File: src/acs_pkg.sv
/*
 * acs_pkg: constants shared by the converter sequencer and its clock divider.
 * Assumes a 10 MHz system clock; the RC start delay is counted in system clock cycles, acquisition, conversion and gap in conversion clock periods.
 */
// Operation
// - with internal RC clock chosen, wait one instruction cycle before conversion clock runs.
// - software picks reference: supply rails or two external reference pins.
// - result formed by successive approximation on the held sample.
// - device reset clears control state, turns converter off, aborts conversion.
// - on completion load result, clear start/done, set complete flag together.
// - result pair unchanged by ordinary reset; undefined after power-on or brownout.
// - wait at least two conversion clock periods before next acquisition.
// - nonzero acquisition field samples 2 to 20 periods then converts.
// - zero acquisition field converts immediately on start.
// - acquisition field resets to zero, manual mode.
// - after every conversion return to sampling selected channel.
// - no status separates acquisition from conversion; start/done stays set.
// - holding capacitor disconnected from input for whole conversion.
// - each conversion takes 13 conversion clock periods.
// - clearing start/done mid-conversion aborts; result keeps previous value.
// - field codes 7..1 give 20,16,12,8,6,4,2 periods; 0 manual.
package acs_pkg;
  localparam int RES_BITS = 12;
  localparam logic [4:0] CONV_PERIODS = 5'h0D;
  localparam logic [4:0] GAP_PERIODS = 5'h02;
  // ------------------------------------------------------------
  // clock select codes (low two bits 11 pick the internal RC clock)
  // ------------------------------------------------------------
  localparam logic [1:0] CS_RC = 2'h3;
  localparam int SYS_CLK_NS = 100;
  localparam int INSTR_CYCLE_NS = 400;
  localparam int INSTR_CYCLES = (INSTR_CYCLE_NS + SYS_CLK_NS - 1) / SYS_CLK_NS;
  localparam logic [2:0] ACQ_MANUAL = 3'h0;
  typedef enum {ACS_IDLE, ACS_START_DLY, ACS_ACQ, ACS_CONV, ACS_GAP} acs_state_t;

  function automatic logic [4:0] acq_periods(input logic [2:0] f);
    case (f)
      3'h7: acq_periods = 5'h14;
      3'h6: acq_periods = 5'h10;
      3'h5: acq_periods = 5'h0C;
      3'h4: acq_periods = 5'h08;
      3'h3: acq_periods = 5'h06;
      3'h2: acq_periods = 5'h04;
      3'h1: acq_periods = 5'h02;
      default: acq_periods = 5'h00;
    endcase
  endfunction
endpackage

File: src/acs_tick_gen.sv
/*
 * acs_tick_gen: one-cycle tick per conversion clock period.
 * Assumes the RC oscillator tick arrives already synchronised to clock.
 */
`timescale 1ns/1ps
module acs_tick_gen (
  input wire logic clock,
  input wire logic rst_b,
  input wire logic run,
  input wire logic [2:0] clk_sel,
  input wire logic rc_tick,
  output logic tick
);
  logic [5:0] cnt_ff;
  logic [5:0] nxt_cnt;
  logic [5:0] limit;
  logic tick_ff;
  logic nxt_tick;

  always_comb begin
    // divider codes 000,100,001,101,010,110 -> 2,4,8,16,32,64 system clocks
    case (clk_sel)
      3'h0: limit = 6'h01;
      3'h4: limit = 6'h03;
      3'h1: limit = 6'h07;
      3'h5: limit = 6'h0F;
      3'h2: limit = 6'h1F;
      default: limit = 6'h3F;
    endcase
    nxt_cnt = cnt_ff;
    nxt_tick = 1'b0;
    if (!run) begin
      nxt_cnt = 6'h00;
    end else if (clk_sel[1:0] == acs_pkg::CS_RC) begin
      nxt_tick = rc_tick;
    end else if (cnt_ff >= limit) begin
      nxt_cnt = 6'h00;
      nxt_tick = 1'b1;
    end else begin
      nxt_cnt = cnt_ff + 6'h01;
    end
  end

  always_ff @(posedge clock) begin
    if (!rst_b) begin
      cnt_ff <= 6'h00;
      tick_ff <= 1'b0;
    end else begin
      cnt_ff <= nxt_cnt;
      tick_ff <= nxt_tick;
    end
  end

  assign tick = tick_ff;
endmodule

File: src/acs_sequencer.sv
/*
 * acs_sequencer: start/done sequencing for a 12-bit successive approximation
 * converter. Assumes the analog comparator answers within one period and that
 * the internal RC oscillator pulse is asynchronous to clock.
 */
`timescale 1ns/1ps
module acs_sequencer (
  input wire logic clock,
  input wire logic rst_b,
  input wire logic pwr_reset,
  input wire logic module_on,
  input wire logic go_set,
  input wire logic go_clear,
  input wire logic [2:0] acq_time_field,
  input wire logic [2:0] conv_clk_sel,
  input wire logic ext_ref_sel,
  input wire logic flag_clear,
  input wire logic comp_in,
  input wire logic rc_osc_tick,
  output logic go_done,
  output logic conv_complete_flag,
  output logic [7:0] result_high_byte,
  output logic [7:0] result_low_byte,
  output logic [11:0] dac_code,
  output logic sample_switch,
  output logic ref_ext,
  output logic converter_on
);
  // ------------------------------------------------------------
  // input synchronisers
  // ------------------------------------------------------------
  logic comp_s1_ff, comp_s2_ff, rc_s1_ff, rc_s2_ff, rc_s3_ff;
  always_ff @(posedge clock) begin
    if (!rst_b) begin
      comp_s1_ff <= 1'b0;
      comp_s2_ff <= 1'b0;
      rc_s1_ff <= 1'b0;
      rc_s2_ff <= 1'b0;
      rc_s3_ff <= 1'b0;
    end else begin
      comp_s1_ff <= comp_in;
      comp_s2_ff <= comp_s1_ff;
      rc_s1_ff <= rc_osc_tick;
      rc_s2_ff <= rc_s1_ff;
      rc_s3_ff <= rc_s2_ff;
    end
  end
  logic rc_edge;
  assign rc_edge = rc_s2_ff & ~rc_s3_ff;

  // ------------------------------------------------------------
  // sequencer
  // ------------------------------------------------------------
  acs_pkg::acs_state_t state_ff, nxt_state;
  logic [4:0] cnt_ff, nxt_cnt;
  logic [3:0] bit_ff, nxt_bit;
  logic [11:0] sar_ff, nxt_sar;
  logic [11:0] res_ff, nxt_res;
  logic go_ff, nxt_go, flag_ff, nxt_flag, samp_ff, nxt_samp;
  logic ref_ff, on_ff;
  // registered copy of the acquisition field so it has a defined reset value
  logic [2:0] acq_ff, nxt_acq;
  logic [11:0] dac_ff, nxt_dac;
  logic tick, tick_run;

  assign tick_run = (state_ff != acs_pkg::ACS_IDLE) && (state_ff != acs_pkg::ACS_START_DLY);

  acs_tick_gen u_tick (
    .clock(clock),
    .rst_b(rst_b),
    .run(tick_run),
    .clk_sel(conv_clk_sel),
    .rc_tick(rc_edge),
    .tick(tick)
  );

  always_comb begin
    nxt_state = state_ff;
    nxt_cnt = cnt_ff;
    nxt_bit = bit_ff;
    nxt_sar = sar_ff;
    nxt_res = res_ff;
    nxt_go = go_ff;
    nxt_flag = flag_ff;
    nxt_samp = samp_ff;
    nxt_dac = dac_ff;
    nxt_acq = acq_time_field;
    if (flag_clear) begin
      nxt_flag = 1'b0;
    end
    case (state_ff)
      acs_pkg::ACS_IDLE: begin
        nxt_samp = module_on;
        if (go_set && module_on) begin
          nxt_go = 1'b1;
          nxt_cnt = 5'h00;
          if (conv_clk_sel[1:0] == acs_pkg::CS_RC) begin
            nxt_state = acs_pkg::ACS_START_DLY;
          end else if (acq_time_field == acs_pkg::ACQ_MANUAL) begin
            nxt_state = acs_pkg::ACS_CONV;
            nxt_samp = 1'b0;
            nxt_bit = 4'h0;
            nxt_sar = 12'h000;
          end else begin
            nxt_state = acs_pkg::ACS_ACQ;
          end
        end
      end
      acs_pkg::ACS_START_DLY: begin
        nxt_cnt = cnt_ff + 5'h01;
        if (cnt_ff >= 5'(acs_pkg::INSTR_CYCLES - 1)) begin
          nxt_cnt = 5'h00;
          if (acq_ff == acs_pkg::ACQ_MANUAL) begin
            nxt_state = acs_pkg::ACS_CONV;
            nxt_samp = 1'b0;
            nxt_bit = 4'h0;
            nxt_sar = 12'h000;
          end else begin
            nxt_state = acs_pkg::ACS_ACQ;
          end
        end
      end
      acs_pkg::ACS_ACQ: begin
        if (tick) begin
          nxt_cnt = cnt_ff + 5'h01;
          if (cnt_ff + 5'h01 >= acs_pkg::acq_periods(acq_ff)) begin
            nxt_state = acs_pkg::ACS_CONV;
            nxt_samp = 1'b0;
            nxt_cnt = 5'h00;
            nxt_bit = 4'h0;
            nxt_sar = 12'h000;
          end
        end
      end
      acs_pkg::ACS_CONV: begin
        // period 0 is the hold settle; periods 1..12 each resolve one bit, msb first
        if (tick) begin
          nxt_cnt = cnt_ff + 5'h01;
          if (cnt_ff != 5'h00 && bit_ff < 4'(acs_pkg::RES_BITS)) begin
            nxt_sar[11 - bit_ff] = comp_s2_ff;
            nxt_bit = bit_ff + 4'h1;
          end
          if (cnt_ff + 5'h01 >= acs_pkg::CONV_PERIODS) begin
            nxt_res = nxt_sar;
            nxt_go = 1'b0;
            nxt_flag = 1'b1; // set wins over clear
            nxt_state = acs_pkg::ACS_GAP;
            nxt_cnt = 5'h00;
          end
        end
        nxt_dac = nxt_sar;
        // trial bit follows the bit about to be resolved, so no stale trial lingers
        if (nxt_bit < 4'(acs_pkg::RES_BITS)) begin
          nxt_dac[11 - nxt_bit] = 1'b1;
        end
      end
      acs_pkg::ACS_GAP: begin
        if (tick) begin
          nxt_cnt = cnt_ff + 5'h01;
          if (cnt_ff + 5'h01 >= acs_pkg::GAP_PERIODS) begin
            nxt_state = acs_pkg::ACS_IDLE;
            nxt_samp = module_on;
          end
        end
      end
      default: nxt_state = acs_pkg::ACS_IDLE;
    endcase
    // software clear or power-off aborts; result is left untouched
    if ((go_clear || !module_on) && state_ff != acs_pkg::ACS_IDLE
        && state_ff != acs_pkg::ACS_GAP) begin
      nxt_go = 1'b0;
      nxt_res = res_ff;
      nxt_flag = flag_clear ? 1'b0 : flag_ff;
      nxt_samp = 1'b0;
      nxt_state = acs_pkg::ACS_GAP;
      nxt_cnt = 5'h00;
    end
    if (nxt_state != acs_pkg::ACS_CONV) begin
      nxt_dac = 12'h000;
    end
  end

  always_ff @(posedge clock) begin
    if (!rst_b) begin
      state_ff <= acs_pkg::ACS_IDLE;
      cnt_ff <= 5'h00;
      bit_ff <= 4'h0;
      sar_ff <= 12'h000;
      go_ff <= 1'b0;
      flag_ff <= 1'b0;
      samp_ff <= 1'b0;
      dac_ff <= 12'h000;
      ref_ff <= 1'b0;
      on_ff <= 1'b0;
      acq_ff <= acs_pkg::ACQ_MANUAL;
    end else begin
      state_ff <= nxt_state;
      cnt_ff <= nxt_cnt;
      bit_ff <= nxt_bit;
      sar_ff <= nxt_sar;
      go_ff <= nxt_go;
      flag_ff <= nxt_flag;
      samp_ff <= nxt_samp;
      dac_ff <= nxt_dac;
      ref_ff <= ext_ref_sel;
      on_ff <= module_on;
      acq_ff <= nxt_acq;
    end
  end

  // result pair survives ordinary reset; only power-on or brownout clears it
  always_ff @(posedge clock) begin
    if (pwr_reset) begin
      res_ff <= 12'h000;
    end else begin
      res_ff <= nxt_res;
    end
  end

  assign go_done = go_ff;
  assign conv_complete_flag = flag_ff;
  assign result_high_byte = {4'h0, res_ff[11:8]};
  assign result_low_byte = res_ff[7:0];
  assign dac_code = dac_ff;
  assign sample_switch = samp_ff;
  assign ref_ext = ref_ff;
  assign converter_on = on_ff;
endmodule

File: config.mk
export PLATFORM = sky130hd
export DESIGN_NAME = acs_sequencer
export DESIGN_NICKNAME = d
export VERILOG_FILES = /design/src/acs_pkg.sv /design/src/acs_tick_gen.sv /design/src/acs_sequencer.sv
export SDC_FILE = /design/constraint.sdc
export NUM_CORES = 1
export LEC_CHECK = 0
export ABC_AREA = 1
export BUFFER_PORTS_ARGS = -buffer_cell sky130_fd_sc_hd__buf_2
export CAP_MARGIN = 5
export CORE_MARGIN = 2
export CORE_UTILIZATION = 64
export DETAILED_ROUTE_END_ITERATION = 7
export PLACE_DENSITY = 0.95
export SLEW_MARGIN = 25
export SYNTH_ARGS = -nofsm -noshare
export SYNTH_HDL_FRONTEND = slang
export SYNTH_HIERARCHICAL = 1
export SYNTH_SLANG_ARGS = --single-unit
File: constraint.sdc
create_clock -name clock -period 5.63 [get_ports clock]
set_input_delay 0.2815 -clock clock [delete_from_list [all_inputs] [get_ports clock]]
set_output_delay 0.2815 -clock clock [all_outputs]
set_load 0.01 [all_outputs]
Word-level counts from Yosys, hierarchy flattened
Cells that the tools add are included.

word-level totals
  flip-flop bits (word level) = 97
  input port bits = 16
  output and inout bits = 33
  word-level logic and storage cells = 172

cells by class
  $add $sub $neg = 5
  $lt $le $gt $ge = 11
  eq/ne operators = 30
  muxes and demuxes = 75
  bitwise gates (word level) = 5
  reductions and logical operators = 27

operators by type and width
  kind                                                                                   number
  32-bit two-way mux                                                                     9
  32-bit one-hot mux with 5 select lines                                                 1
  12-bit two-way mux                                                                     11
  32-bit by 2-bit equality test with 1-bit output (second input constant)                2
  32-bit by 1-bit greater-or-equal comparator with 1-bit output (second input constant)  2
  32-bit by 5-bit less-than comparator with 1-bit output (second input constant)         2
  12-bit one-hot mux with 4 select lines                                                 1
  5-bit two-way mux                                                                      9
  4-bit two-way mux                                                                      10
  5-bit one-hot mux with 7 select lines                                                  1
  32-bit by 1-bit equality test with 1-bit output (second input constant)                1
  32-bit by 3-bit equality test with 1-bit output (second input constant)                1
  32-bit zero test                                                                       1
  32-bit by 2-bit inequality test with 1-bit output (second input constant)              1
  32-bit by 3-bit inequality test with 1-bit output (second input constant)              1
  32-bit by 4-bit inequality test with 1-bit output (second input constant)              1
  32-bit nonzero test                                                                    1
  6-bit one-hot mux with 5 select lines                                                  1
  5-bit one-hot mux with 5 select lines                                                  1
  1-bit two-way mux                                                                      23
  3-bit equality test (second input constant)                                            6
  2-bit inequality test (second input constant)                                          8
  4-bit one-hot mux with 4 select lines                                                  1
  12-bit bitwise mux                                                                     1
  other kinds (34)                                                                       57

Logic depth before layout (Yosys ltp)
  depth in word-level cells = 12
  depth in mapped cells = 19
  gate-level depth less buffers = 18

Modules after synthesis
The synthesis kept the hierarchy.

by module, submodules not included
  module         times used  cells each  area each (um2)  sequential area each (um2)
  acs_sequencer  1           685         4554.4           1801.7
  acs_tick_gen   1           63          460.4            140.1

Worst setup path before layout
OpenSTA, ideal clock, no wires.

  path kind = reg2reg
  start point = register, netlist name cnt_ff[0]
  end point = register dac_ff[10] (netlist: dac_code[10])
  library setup time = 114 ps
  arrival = 2196 ps
  setup slack = 3320 ps
  stages on the path, launching flop included = 19
  period minus slack after synthesis = 2310 ps
  path through = dfxtp_1 -> ha_1 -> nand2_1 -> inv_1 -> nand3_1 -> nand2_1 -> inv_1 -> ha_1 -> a21oi_1 -> o21ai_0 -> nor2_1 -> o21ai_0 -> nand2_1 -> inv_1 -> nor2_1 -> nand2_1 -> nand3_2 -> buf_6 -> nor2_2

RTL lines
  element               RTL line              source
  end signal, assigned  acs_sequencer.sv:204  dac_ff <= nxt_dac;
  end, declared         acs_sequencer.sv:63   logic [11:0] dac_ff, nxt_dac;

==> impl_metrics.py <==
metrics = {
    "cells_and_area": {
        "n_antenna_cell": 0,
        "final_common_cell": "nand2_1",
        "final_nets": 846,
        "syn_to_final_growth_pct": 10.95,
        "fillers": 615,
        "regArea_sq_um": 1942,
        "drive_gt1_share_pct": 12.94,
        "multi_input_area_sq_um": 2743,
        "final_cell_mix": "221 x nand2_1, 111 x nor2_1, 97 x dfxtp_1",
    },
    "global_routing": {
        "grt_pass1_vias": 4552,
        "antenna_found_initial": 0,
        "grt_max_degree": 27,
        "track_usage_pct": 27.82,
        "grt_busiest_layer": "met2",
        "gr-usage-met3_pct": 5.452,
        "grt_overflow": 0,
        "use_met2_pct": 47.81,
        "grt_pass1_wl_mm": 19.33,
        "use_met1_pct": 33.37,
    },
    "status": {
        "outcome": "finished clean",
    },
    "sta": {
        "fmax_ghz": 0.3477,
        "slew_viol_final": 0,
        "finalSetupTns_ns": 0,
        "rsz0062_at_grt": "no",
        "final.setup.worst_slack_ns": 2.754,
        "setup-violations-final": 0,
        "finalCritPeriodShare_pct": 51.09,
        "whs_ns": 0.08556,
        "period_needed_ns": 2.876,
        "worstMarginPinSlew_ns": 0.9429,
        "finClkSkew_ns": 0.01209,
        "slew_headroom_pct": 36.96,
        "final_hold_viol_count": 0,
    },
    "drt": {
        "drt_wl_total_mm": 11.33,
        "drtIter0Drc": 454,
        "wl_per_cell_microns": 12.30,
        "drtAntennaViolNets": 0,
        "via_per_inst": 5.282,
        "drc": 0,
        "detail_route.first_pass.iterations": 5,
        "vias": 4865,
    },
    "cts": {
        "cts_hold_buf": 0,
        "cts_buffers": 9,
        "cts_resized": 0,
        "cts-htree-levels": 3,
        "post_cts_buffers": 0,
        "cts_sinks": 97,
        "cts-root-buf": "clkbuf_8",
        "clk_latency_ns": 0.37,
        "clk_path_buf_depth": 2,
        "clk_pin_slew_ns": 0.11,
        "cts_tree": "done",
    },
    "critical_path": {
        "cpPeakStageDelay_ns": 0.46,
        "cp.arrival_ns": 3.13,
        "crit_buf_inv": 3,
        "crit_type": "reg -> reg",
        "crit_top_cell": "nand2_1",
        "crit_slowest_cell": "dfxtp_1",
        "path_max_fanout": 12,
        "path_cells": "ha_1 > nand2_1 > inv_1 > nand3_1 > nand2_1 > inv_1 > ha_1 > a21oi_1 > o21ai_0 > nor2_1 > o21ai_0 > nand2_1 > inv_1 > nor2_1 > nand2_1 > nand3_2 > nor2_1",
        "crit_required_ns": 5.88,
        "path_delay_family": "simple AND/OR/NAND/NOR gates",
        "cp-end-kind": "flop",
        "start_kind": "flop",
    },
    "run": {
        "max_cap_violations": 0,
    },
    "place": {
        "place.gp.congestion": 0.8965,
        "port_buffers": 44,
        "place_hpwl_mm": 8.430,
        "pre_cts_ws_ns": 2.855,
    },
    "logic_synthesis": {
        "syn-cell-area_sq_um": 5015,
        "syn_inst": 748,
        "ys_warn_count": 6,
        "synth_cell_types": 37,
        "yosysSeqAreaShare_pct": 38.72,
        "avgSynthCellArea_sq_um": 6.704,
        "synth_seq_cells": 97,
    },
    "floorplanning": {
        "die_y_microns": 92.52,
        "core_sq_um": 7647,
        "ioPinCount": 49,
        "initial_core_util_pct": 65.58,
        "fp.dieArea_sq_um": 8560,
        "die_width_microns": 92.52,
        "rows": 32,
    },
    "power": {
        "p_per_area_nw_per_um2": 220.8,
        "peakVddDrop_mv": 0.2082,
        "p_leak_nw": 2.740,
    },
    "hold_path": {
        "holdCritPathClass": "in -> reg",
    },
}
## power breakdown
| part | internal [mW] | switching (mW) |
|---|---|---|
| Combinational | 0.0201 | 0.0399 |
| Clock | 0.177 | 0.280 |
| Sequential | 0.703 | 0.00923 |
| Total | 0.900 | 0.329 |
## metal layers
layer,wire length [microns],vias to the layer above
met5,0,-
met4,306,0
met3,863,37
met2,5430,200
met1,4729,2180
li1,-,2448
## state kept, by name, indices dropped and copies added, names as in the netlist, 3 cells and up
name and cells:
acq_ff 3, u_tick/cnt_ff 6, cnt_ff 5, sar_ff 12
dac_code 12, state_ff 32, res_ff 12, bit_ff 4
## cell families (layout without fill, tap and decap cells)
family	Yosys count	count (layout)	share of synthesized area, %
and+or+nand+nor	428	428	37.13
buffers and inverters	107	146	8.982
adders and majority gates	16	16	3.992
AOI/OAI and AO/OA	95	95	10.40
DFF	97	97	38.72
xor gates and xnor gates	4	4	0.6987
other	1	33	0.07478
## cell usage after synthesis, drive strengths merged
cell type    n  share of area (%)
inv         83                6.3
nor4         1               0.12
nand4       10                1.2
xnor2        2               0.35
nand3       43                4.8
buf         14                2.0
o211ai       2               0.30
ha          16                4.0
nand2      230                 18
and3         1               0.12
nor3         9                1.2
nor2       134                 12
xor2         2               0.35
a31oi       13                1.6
o21ai       28                3.2
a21oi       51                5.1
a22oi        1               0.15
clkbuf       8               0.60
conb         1              0.075
dfxtp       97                 39
clkinv       2               0.15
## final cells by class
class | instances | share of cell area [%]
multi-input cells | 576 | 49.29
clock inverters | 7 | 1.417
flip-flops and latches | 97 | 34.90
well taps | 102 | 2.294
inverters | 85 | 5.779
clock buffers | 9 | 2.226
repair buffers | 45 | 4.093
## worst reg2reg max path: stages, from the launching register on
cell and delay [ns]:
dfxtp_1 0.46, ha_1 0.22, nand2_1 0.09, inv_1 0.07
nand3_1 0.06, nand2_1 0.10, inv_1 0.07, ha_1 0.34
a21oi_1 0.14, o21ai_0 0.09, nor2_1 0.28, o21ai_0 0.14
nand2_1 0.10, inv_1 0.04, nor2_1 0.13, nand2_1 0.08
nand3_2 0.27, nor2_1 0.07
## stage by stage
step	total power, mW	cells	utilization (%)	area (sq um)
finish	1.229	921	72.76	5564
global route	1.272	921	72.76	5564
CTS	1.230	921	72.76	5564
detailed placement	0.7872	905	70.11	5361
global placement	0.7824	905	70.11	5361
floorplan	0.7698	780	-	5135
## worst paths after layout
path	from	end	depth (start not counted)	slack (ns)
hold reg to reg	comp_s1_ff	comp_s2_ff	2	0.43
hold / removal	rc_osc_tick	rc_s1_ff	3	0.09
setup / recovery	cnt_ff[0]	dac_code[1]	17	2.75
setup reg to reg	cnt_ff[0]	dac_code[1]	17	2.75
No activity file was read; power rests on OpenSTA's default activity.
